<file path="src/csd_pkg.sv">
// constants and state types for the clock select and divide block
package csd_pkg;
    localparam int NUM_CH = 4;
    localparam int SEL_W = 4;
    localparam int DIV_W = 5;
    localparam int ADDR_W = 8;
    localparam int CH_TSIF = 0;
    localparam int CH_NIC = 1;
    localparam int CH_I2C = 2;
    localparam int CH_QSPI = 3;
    localparam logic [3:0] SEL_REF = 4'h1;
    localparam logic [3:0] SEL_PLL = 4'h2;
    localparam int SEL_LSB = 0;
    localparam int SEL_CUR_LSB = 8;
    localparam int DIV_LSB = 0;
    localparam int DIV_CUR_LSB = 16;
    localparam logic [NUM_CH-1:0][ADDR_W-1:0] DIV_OFF =
        {8'h18, 8'h10, 8'h08, 8'h00};
    // the test-stream channel has no source register here
    localparam logic [NUM_CH-1:0][ADDR_W-1:0] SRC_OFF =
        {8'h14, 8'h0C, 8'h04, 8'h00};
    localparam logic [NUM_CH-1:0][DIV_W-1:0] DIV_RST =
        {5'h00, 5'h00, 5'h07, 5'h13};
    localparam logic [NUM_CH-1:0][SEL_W-1:0] SEL_RST =
        {4'h1, 4'h1, 4'h2, 4'h2};

    typedef struct packed {
        logic pll_q;
        logic [DIV_W-1:0] cnt;
        logic div_clk;
        logic [SEL_W-1:0] cur_sel;
        logic [DIV_W-1:0] cur_div;
        logic clk_out;
    } csd_chan_st_t;

    typedef struct packed {
        logic [NUM_CH-1:0][SEL_W-1:0] sel;
        logic [NUM_CH-1:0][DIV_W-1:0] div;
        logic ack;
        logic [31:0] rdata;
    } csd_regs_st_t;
endpackage

</file>
<file path="src/csd_chan_if.sv">
// request and readback signals between register file and one channel
`timescale 1ns/10ps
interface csd_chan_if;
    logic [3:0] req_sel;
    logic [4:0] req_div;
    logic [3:0] cur_sel;
    logic [4:0] cur_div;
    modport ctrl (output req_sel, output req_div,
                  input cur_sel, input cur_div);
    modport chan (input req_sel, input req_div,
                  output cur_sel, output cur_div);
endinterface

</file>
<file path="src/csd_clk_chan.sv">
// one output clock: pll divider and glitch-free source switch
`timescale 1ns/10ps
module csd_clk_chan #(
    parameter logic [3:0] RST_SEL = 4'h2,
    parameter logic [4:0] RST_DIV = 5'h00
) (
    input wire logic clk_in,
    input wire logic rst_in,
    input wire logic ce_in,
    input wire logic reference_clock_in,
    input wire logic system_pll_clock_in,
    csd_chan_if.chan cfg,
    output logic clk_out
);
    csd_pkg::csd_chan_st_t st;
    csd_pkg::csd_chan_st_t next_st;
    logic rise;
    logic boundary;
    logic [5:0] half;
    logic [4:0] cnt_inc;
    logic old_lvl;
    logic new_lvl;
    logic req_ok;

    always_comb
    begin
        next_st = st;
        rise = system_pll_clock_in & ~st.pll_q;
        boundary = rise && (st.cnt == st.cur_div);
        half = ({1'b0, st.cur_div} + 6'h02) >> 1;
        cnt_inc = st.cnt + 5'h01;
        next_st.pll_q = system_pll_clock_in;
        if (boundary)
        begin
            // new divisor only at a period edge, so no runt pulse
            next_st.cnt = 5'h00;
            next_st.cur_div = cfg.req_div;
            next_st.div_clk = 1'b1;
        end
        else if (rise)
        begin
            next_st.cnt = cnt_inc;
            next_st.div_clk = {1'b0, cnt_inc} < half;
        end
        else if (st.cur_div == 5'h00)
        begin
            next_st.div_clk = system_pll_clock_in;
        end
        old_lvl = (st.cur_sel == csd_pkg::SEL_REF) ?
            reference_clock_in : st.div_clk;
        new_lvl = (cfg.req_sel == csd_pkg::SEL_REF) ?
            reference_clock_in : st.div_clk;
        // illegal select codes are ignored, old source kept
        req_ok = (cfg.req_sel == csd_pkg::SEL_REF) ||
            (cfg.req_sel == csd_pkg::SEL_PLL);
        if (req_ok && cfg.req_sel != st.cur_sel && !st.clk_out &&
            !old_lvl && !new_lvl)
        begin
            next_st.cur_sel = cfg.req_sel;
        end
        next_st.clk_out = (st.cur_sel == csd_pkg::SEL_REF) ?
            reference_clock_in : st.div_clk;
    end

    always_ff @(posedge clk_in)
    begin
        if (rst_in)
        begin
            st <= '{pll_q: 1'b0, cnt: 5'h00, div_clk: 1'b0,
                    cur_sel: RST_SEL, cur_div: RST_DIV,
                    clk_out: 1'b0};
        end
        else if (ce_in)
        begin
            st <= next_st;
        end
    end

    assign clk_out = st.clk_out;
    assign cfg.cur_sel = st.cur_sel;
    assign cfg.cur_div = st.cur_div;

    a_pll_path_out: assert property (@(posedge clk_in) disable iff (rst_in)
        ce_in && st.cur_sel == csd_pkg::SEL_PLL
        |=> clk_out == $past(st.div_clk))
        else $error("divided pll not on output");
    a_period_wrap: assert property (@(posedge clk_in) disable iff (rst_in)
        ce_in && boundary |=> st.cnt == 5'h00 && st.div_clk)
        else $error("divider period did not restart");
    a_src_legal: assert property (@(posedge clk_in) disable iff (rst_in)
        st.cur_sel == csd_pkg::SEL_REF || st.cur_sel == csd_pkg::SEL_PLL)
        else $error("illegal source in effect");
    a_div_at_edge: assert property (@(posedge clk_in) disable iff (rst_in)
        $changed(st.cur_div) |-> $past(boundary))
        else $error("divisor changed mid period");
    a_sel_when_low: assert property (@(posedge clk_in) disable iff (rst_in)
        $changed(st.cur_sel) |-> $past(clk_out) == 1'b0 && clk_out == 1'b0)
        else $error("source switched while output high");
    c_src_switch: cover property (@(posedge clk_in) disable iff (rst_in)
        $changed(st.cur_sel));
    c_div_change: cover property (@(posedge clk_in) disable iff (rst_in)
        $changed(st.cur_div));
endmodule

</file>
<file path="src/csd_clock_ctrl.sv">
// register file on avalon-mm and the four controlled output clocks
`timescale 1ns/10ps
// Functional notes
// - selected divided pll drives the output
// - divisor field bits 4:0, ratio value plus one
// - bits 20:16 read back divisor in effect
// - divider writes touch bits 4:0 only
// - test-stream divider resets to 0x13
// - interconnect divider resets to 0x07
// - i2c divider resets to zero
// - quad-spi divider resets to zero
// - select bits 3:0, 1 reference, 2 pll
// - bits 11:8 read back source in effect
// - source writes touch bits 3:0 only
// - interconnect resets to pll, i2c to reference
// - quad-spi select resets to reference
// - i2c select accepts writes
module csd_clock_ctrl (
    input wire logic clk_in,
    input wire logic rst_in,
    input wire logic ce_in,
    input wire logic [7:0] avs_address_in,
    input wire logic avs_read_in,
    input wire logic avs_write_in,
    input wire logic [31:0] avs_writedata_in,
    input wire logic [3:0] avs_byteenable_in,
    output logic [31:0] avs_readdata_out,
    output logic avs_waitrequest_out,
    input wire logic reference_clock_in,
    input wire logic system_pll_clock_in,
    output logic test_stream_double_rate_clock_out,
    output logic control_processor_interconnect_clock_out,
    output logic control_processor_i2c_clock_out,
    output logic control_processor_quadspi_clock_out
);
    localparam int N = csd_pkg::NUM_CH;

    csd_pkg::csd_regs_st_t st;
    csd_pkg::csd_regs_st_t next_st;
    logic [N-1:0][3:0] cur_sel_w;
    logic [N-1:0][4:0] cur_div_w;
    logic [N-1:0] clk_w;
    logic req;
    logic [31:0] rd;

    assign req = avs_read_in | avs_write_in;
    // one wait cycle: read data is registered before the answer;
    // a frozen block keeps stalling, else a write would be lost
    assign avs_waitrequest_out = req & ~(st.ack & ce_in);
    assign avs_readdata_out = st.rdata;

    always_comb
    begin
        next_st = st;
        next_st.ack = 1'b0;
        rd = 32'h0000_0000;
        for (int i = 0; i < N; i++)
        begin
            if (avs_address_in == csd_pkg::DIV_OFF[i])
            begin
                rd[csd_pkg::DIV_LSB +: 5] = st.div[i];
                rd[csd_pkg::DIV_CUR_LSB +: 5] = cur_div_w[i];
            end
            if (i != csd_pkg::CH_TSIF &&
                avs_address_in == csd_pkg::SRC_OFF[i])
            begin
                rd[csd_pkg::SEL_LSB +: 4] = st.sel[i];
                rd[csd_pkg::SEL_CUR_LSB +: 4] = cur_sel_w[i];
            end
        end
        if (req && !st.ack)
        begin
            next_st.ack = 1'b1;
            next_st.rdata = avs_read_in ? rd : 32'h0000_0000;
        end
        // writes land on the edge where waitrequest is low
        if (avs_write_in && st.ack && avs_byteenable_in[0])
        begin
            for (int i = 0; i < N; i++)
            begin
                if (avs_address_in == csd_pkg::DIV_OFF[i])
                begin
                    next_st.div[i] =
                        avs_writedata_in[csd_pkg::DIV_LSB +: 5];
                end
                if (i != csd_pkg::CH_TSIF &&
                    avs_address_in == csd_pkg::SRC_OFF[i])
                begin
                    // i2c select kept writable like the others
                    next_st.sel[i] =
                        avs_writedata_in[csd_pkg::SEL_LSB +: 4];
                end
            end
        end
    end

    always_ff @(posedge clk_in)
    begin
        if (rst_in)
        begin
            st <= '{sel: csd_pkg::SEL_RST,
                    div: csd_pkg::DIV_RST,
                    ack: 1'b0,
                    rdata: 32'h0000_0000};
        end
        else if (ce_in)
        begin
            st <= next_st;
        end
    end

    generate
        for (genvar g = 0; g < N; g++)
        begin : g_chan
            csd_chan_if cif();
            assign cif.req_sel = st.sel[g];
            assign cif.req_div = st.div[g];
            assign cur_sel_w[g] = cif.cur_sel;
            assign cur_div_w[g] = cif.cur_div;
            csd_clk_chan #(
                .RST_SEL(csd_pkg::SEL_RST[g]),
                .RST_DIV(csd_pkg::DIV_RST[g])
            ) u_chan (
                .clk_in(clk_in),
                .rst_in(rst_in),
                .ce_in(ce_in),
                .reference_clock_in(reference_clock_in),
                .system_pll_clock_in(system_pll_clock_in),
                .cfg(cif),
                .clk_out(clk_w[g])
            );
        end
    endgenerate

    assign test_stream_double_rate_clock_out = clk_w[csd_pkg::CH_TSIF];
    assign control_processor_interconnect_clock_out =
        clk_w[csd_pkg::CH_NIC];
    assign control_processor_i2c_clock_out = clk_w[csd_pkg::CH_I2C];
    assign control_processor_quadspi_clock_out = clk_w[csd_pkg::CH_QSPI];

    logic acc_done;
    assign acc_done = req && !avs_waitrequest_out && ce_in;

    a_div_write: assert property (@(posedge clk_in) disable iff (rst_in)
        acc_done && avs_write_in && avs_byteenable_in[0] &&
        avs_address_in == csd_pkg::DIV_OFF[1]
        |=> st.div[1] == $past(avs_writedata_in[4:0]))
        else $error("divisor write not stored");
    a_div_cur_read: assert property (@(posedge clk_in) disable iff (rst_in)
        acc_done && avs_read_in && avs_address_in == csd_pkg::DIV_OFF[2]
        |-> avs_readdata_out[20:16] == $past(cur_div_w[2]))
        else $error("divisor readback wrong");
    a_div_reserved: assert property (@(posedge clk_in) disable iff (rst_in)
        acc_done && avs_read_in && avs_address_in == csd_pkg::DIV_OFF[0]
        |-> avs_readdata_out[15:5] == 11'h000 &&
            avs_readdata_out[31:21] == 11'h000)
        else $error("divider reserved bits not zero");
    a_tsif_reset: assert property (@(posedge clk_in)
        rst_in |=> st.div[0] == 5'h13)
        else $error("test-stream divider reset wrong");
    a_nic_div_reset: assert property (@(posedge clk_in)
        rst_in |=> st.div[1] == 5'h07)
        else $error("interconnect divider reset wrong");
    a_i2c_div_reset: assert property (@(posedge clk_in)
        rst_in |=> st.div[2] == 5'h00)
        else $error("i2c divider reset wrong");
    a_qspi_div_reset: assert property (@(posedge clk_in)
        rst_in |=> st.div[3] == 5'h00)
        else $error("quad-spi divider reset wrong");
    a_src_cur_read: assert property (@(posedge clk_in) disable iff (rst_in)
        acc_done && avs_read_in && avs_address_in == csd_pkg::SRC_OFF[1]
        |-> avs_readdata_out[11:8] == $past(cur_sel_w[1]))
        else $error("source readback wrong");
    a_src_reserved: assert property (@(posedge clk_in) disable iff (rst_in)
        acc_done && avs_read_in && avs_address_in == csd_pkg::SRC_OFF[3]
        |-> avs_readdata_out[7:4] == 4'h0 &&
            avs_readdata_out[31:12] == 20'h00000)
        else $error("source reserved bits not zero");
    a_sel_reset: assert property (@(posedge clk_in)
        rst_in |=> st.sel[1] == 4'h2 && st.sel[2] == 4'h1)
        else $error("select reset wrong");
    a_qspi_sel_reset: assert property (@(posedge clk_in)
        rst_in |=> st.sel[3] == 4'h1)
        else $error("quad-spi select reset wrong");
    a_i2c_sel_write: assert property (@(posedge clk_in) disable iff (rst_in)
        acc_done && avs_write_in && avs_byteenable_in[0] &&
        avs_address_in == csd_pkg::SRC_OFF[2]
        |=> st.sel[2] == $past(avs_writedata_in[3:0]))
        else $error("i2c select write refused");
    a_wait_one: assert property (@(posedge clk_in) disable iff (rst_in)
        ce_in && req && !st.ack |=> st.ack)
        else $error("access not answered");
    a_unmapped_zero: assert property (@(posedge clk_in) disable iff (rst_in)
        acc_done && avs_read_in && avs_address_in == 8'hFC
        |-> avs_readdata_out == 32'h0000_0000)
        else $error("unmapped read not zero");

    c_i2c_sel_write: cover property (@(posedge clk_in) disable iff (rst_in)
        acc_done && avs_write_in && avs_address_in == csd_pkg::SRC_OFF[2]);
    c_div_read: cover property (@(posedge clk_in) disable iff (rst_in)
        acc_done && avs_read_in && avs_address_in == csd_pkg::DIV_OFF[0]);
    c_nic_to_ref: cover property (@(posedge clk_in) disable iff (rst_in)
        cur_sel_w[1] == csd_pkg::SEL_REF);
endmodule

</file>
<file path="config.mk">
export PLATFORM = sky130hd
export DESIGN_NAME = csd_clock_ctrl
export DESIGN_NICKNAME = d
export VERILOG_FILES = /design/src/csd_pkg.sv /design/src/csd_chan_if.sv /design/src/csd_clk_chan.sv /design/src/csd_clock_ctrl.sv
export SDC_FILE = /design/constraint.sdc
export NUM_CORES = 1
export LEC_CHECK = 0
export BUFFER_PORTS_ARGS = -buffer_cell sky130_fd_sc_hd__buf_2
export CAP_MARGIN = 5
export CORE_MARGIN = 3
export CORE_UTILIZATION = 29
export CTS_CLUSTER_DIAMETER = 200
export CTS_CLUSTER_SIZE = 16
export DETAILED_ROUTE_END_ITERATION = 6
export PLACE_DENSITY = 0.47
export SYNTH_ARGS = -nofsm -noshare
export SYNTH_HDL_FRONTEND = slang
export SYNTH_SLANG_ARGS = --single-unit
export TNS_END_PERCENT = 5
</file>
<file path="constraint.sdc">
create_clock -name clk_in -period 5.4 [get_ports clk_in]
set_clock_uncertainty 0.2 [all_clocks]
set_input_delay 0.81 -clock clk_in [delete_from_list [all_inputs] [get_ports clk_in]]
set_output_delay 0.81 -clock clk_in [all_outputs]
set_load 0.05 [all_outputs]
</file>
==> results.json <==
{
  "irDropWorstVdd_uv": 141,
  "routed_wl_mm": 17.3,
  "synth_area_leaders": "dfxtp_1, mux2i_1, ha_1",
  "dp.cells": 963,
  "wire_per_inst_um": 17.7,
  "netSwitchingPower_mw": 0.455,
  "dpl-instance-area_um2": 6520,
  "start_kind": "input pin",
  "die_w_um": 153,
  "cts_hold_buf": 0,
  "avgViaCountPerCell": 5.21,
  "busiest_layer": "met2",
  "antenna_found_initial": 0,
  "period_needed_ns": 2.67,
  "final-instance-count-excl-fill": 979,
  "ys_types": 70,
  "critPathSlowestCell": "or2_2",
  "area_growth_syn_to_layout_pct": 8.55,
  "worst_pin_slew_ns": 1.14,
  "power_mw": 1.68,
  "slowest_delay_ns": 0.34,
  "diodes": 0,
  "cap_violations": 0,
  "hold_path_class": "reg2reg",
  "synth_top_area_frac": 0.344,
  "crit_top_cell": "buf_2",
  "yosysWarningCount": 0,
  "cts_tree": "built",
  "worstPathArrival_ns": 1.66,
  "rows": 53,
  "final_max_slew_viol_count": 0,
  "n_fill_cell": 2163,
  "synthCells": 701,
  "grt_max_degree": 48,
  "finalCritPeriodShare": 0.494,
  "firstDrtPassIters": 4,
  "p_int_mw": 1.22,
  "cts.repair.resized": 0,
  "cts_setup_buffers": 0,
  "yosysSeqAreaShare": 0.344,
  "grt_usage": 0.147,
  "final_antenna_net_count": 0,
  "clk_latency_ns": 0.36,
  "final_area_um2": 6830,
  "gr-total-overflow": 0,
  "utilization": 0.323,
  "synth_top_area_cell": "dfxtp_1",
  "p_leak_nw": 2.64,
  "holdWs_ns": 0.251,
  "portBuffers": 39,
  "power_frac_clock": 0.420,
  "use_met3": 0.0357,
  "cts.sinks": 108,
  "place_ws_ns": 2.44,
  "fin_nets": 774,
  "yosys_register_bits": 108,
  "status": "finished, final reports clean",
  "seqPwrFrac": 0.484,
  "cp.required_ns": 4.39,
  "syn-cell-area_um2": 6290,
  "path_cells": "buf_2 > or2_2 > a21boi_0 > buf_2",
  "async_reset_ff_frac": 0,
  "slew_headroom": 0.243,
  "ios": 88,
  "worstSetupPathType": "in2out",
  "numCtsBuffers": 9,
  "grt_pass1_wl_mm": 27.5,
  "syn_area_per_cell_um2": 8.98,
  "rsz0062_at_grt": "no",
  "drc": 0,
  "cts-htree-levels": 3,
  "swShare": 0.271,
  "via_count": 5103,
  "grt_pass1_vias": 4904,
  "cts_root_buf": "clkbuf_16",
  "core_area_um2": 21200,
  "clockBufferDepth": 2,
  "clk_pin_slew_worst_paths_ns": 0.07,
  "grt_use_met2": 0.236,
  "drtIter0Drc": 299,
  "use_met1": 0.196,
  "combPwrFrac": 0.096,
  "dieArea_um2": 23500,
  "critPathMaxFanout": 3,
  "hold_viol_final": 0,
  "drive_gt1_frac": 0.126,
  "cp-end-kind": "primary output",
  "hpwlAfterDp_mm": 12.8,
  "worst_slack_ns": 2.73,
  "die_y_um": 153,
  "synth-edff-count": 0,
  "place_congestion": 0.828,
  "synthFlopType": "dfxtp_1",
  "setup_viol": 0,
  "power_density_nw_per_um2": 246,
  "max_freq_mhz": 375,
  "start_util": 0.298,
  "fin_setup_tns_ns": 0
}
worst paths after layout:
kind / from / endpoint / slack, ns / depth (start not counted)
min: avs_readdata_out[10] / avs_readdata_out[10] / 0.25 / 2
max reg2reg: g_chan[2].u_chan.st[11] / g_chan[2].u_chan.st[10] / 3.11 / 8
max: avs_read_in / avs_waitrequest_out / 2.73 / 4
min reg2reg: avs_readdata_out[10] / avs_readdata_out[10] / 0.25 / 2
critical path, delay by kind of cell:
kind                   cells  cell delay, ns
AOI/OAI and AO/OA          1            0.15
and+or+nand+nor            1            0.34
buffers and inverters      2            0.35
synthesized netlist by cell type, types with 3 or more instances:
cell and instances:
a211oi_1 7, a21oi_1 32, a221o_1 3, a22o_1 3, a22oi_1 3, a2bb2oi_1 3, a311oi_1 3, a32o_1 9
buf_1 3, buf_2 7, buf_4 33, clkbuf_1 30, dfxtp_1 108, ha_1 24, inv_1 12, mux2_2 3
mux2i_1 58, mux4_2 6, nand2_1 68, nand2b_1 17, nand3_1 26, nand3b_1 7, nand4_1 4, nor2_1 55
nor2b_1 14, nor3_1 5, nor3_2 3, nor3b_1 13, nor4_1 4, nor4_4 3, nor4b_1 8, o211ai_1 18
o21ai_0 13, o22ai_1 3, o2bb2ai_1 4, o311a_1 3, or2_2 3, or3_1 4, or3b_2 4, xnor2_1 33
xor2_1 7
per-layer routing:
layer  vias to the layer above  routed length, um  share of wire
li1                       2482                  -              -
met5                         -                  0              0
met3                        25                719          0.041
met4                         0                371          0.021
met1                      2490               8330           0.48
met2                       106               7920           0.46
cell usage in the layout (no fill, tap or decap), types with 4 or more instances in the layout:
cell type / count
dfxtp_1: 108
nand2_1: 68
mux2i_1: 58
nor2_1: 55
buf_2: 39
xnor2_1: 33
a21oi_1: 32
nand3_1: 26
ha_1: 24
o211ai_1: 18
conb_1: 18
nand2b_1: 17
nor2b_1: 14
o21ai_0: 13
nor3b_1: 13
inv_1: 12
a32o_1: 9
clkbuf_16: 9
nor4b_1: 8
xor2_1: 7
nand3b_1: 7
a211oi_1: 7
mux4_2: 6
nor3_1: 5
buf_4: 5
nor4_1: 4
nand4_1: 4
or3b_2: 4
or3_1: 4
o2bb2ai_1: 4
cell families (layout without fill, tap and decap cells):
group / count (synthesis) / after routing / share of synthesized area
buffers and inverters: 86 / 72 / 0.0726
adders and majority gates: 24 / 24 / 0.0477
AOI/OAI and AO/OA: 125 / 125 / 0.143
DFF: 108 / 108 / 0.344
other: 1 / 18 / 0.000596
muxes: 67 / 67 / 0.119
and+or+nand+nor: 250 / 250 / 0.218
xor gates and xnor gates: 40 / 40 / 0.0557
cell type report:
| type | count | area (um2) | share of cell area |
|---|---|---|---|
| Multi-Input combinational cell | 524 | 3740 | 0.547 |
| Sequential cell | 108 | 2160 | 0.316 |
| Tap cell | 275 | 344 | 0.0504 |
| Clock buffer | 10 | 239 | 0.0350 |
| Timing Repair Buffer | 44 | 233 | 0.0341 |
| Clock inverter | 6 | 70.1 | 0.0103 |
| Inverter | 12 | 45.0 | 0.00659 |
registers in the layout (all words and copies together), names as in the netlist:
| register | cells |
|---|---|
| g_chan.u_chan.clk_out | 4 |
| g_chan.cif.req_sel | 12 |
| g_chan.u_chan.cfg.cur_div | 20 |
| st | 1 |
| avs_readdata_out | 14 |
| g_chan.cif.req_div | 20 |
| g_chan.u_chan.st | 25 |
| g_chan.u_chan.cfg.cur_sel | 12 |
power groups by stage:
| stage | registers [mW] | clock network (mW) | logic [mW] |
|---|---|---|---|
| detailed placement | 0.832 | 0 | 0.161 |
| global route | 0.814 | 0.754 | 0.175 |
| global placement | 0.831 | 0 | 0.159 |
| finish | 0.812 | 0.705 | 0.161 |
| CTS | 0.813 | 0.724 | 0.162 |
| floorplan | 0.832 | 0 | 0.125 |
No activity file was read; power rests on OpenSTA's default activity.
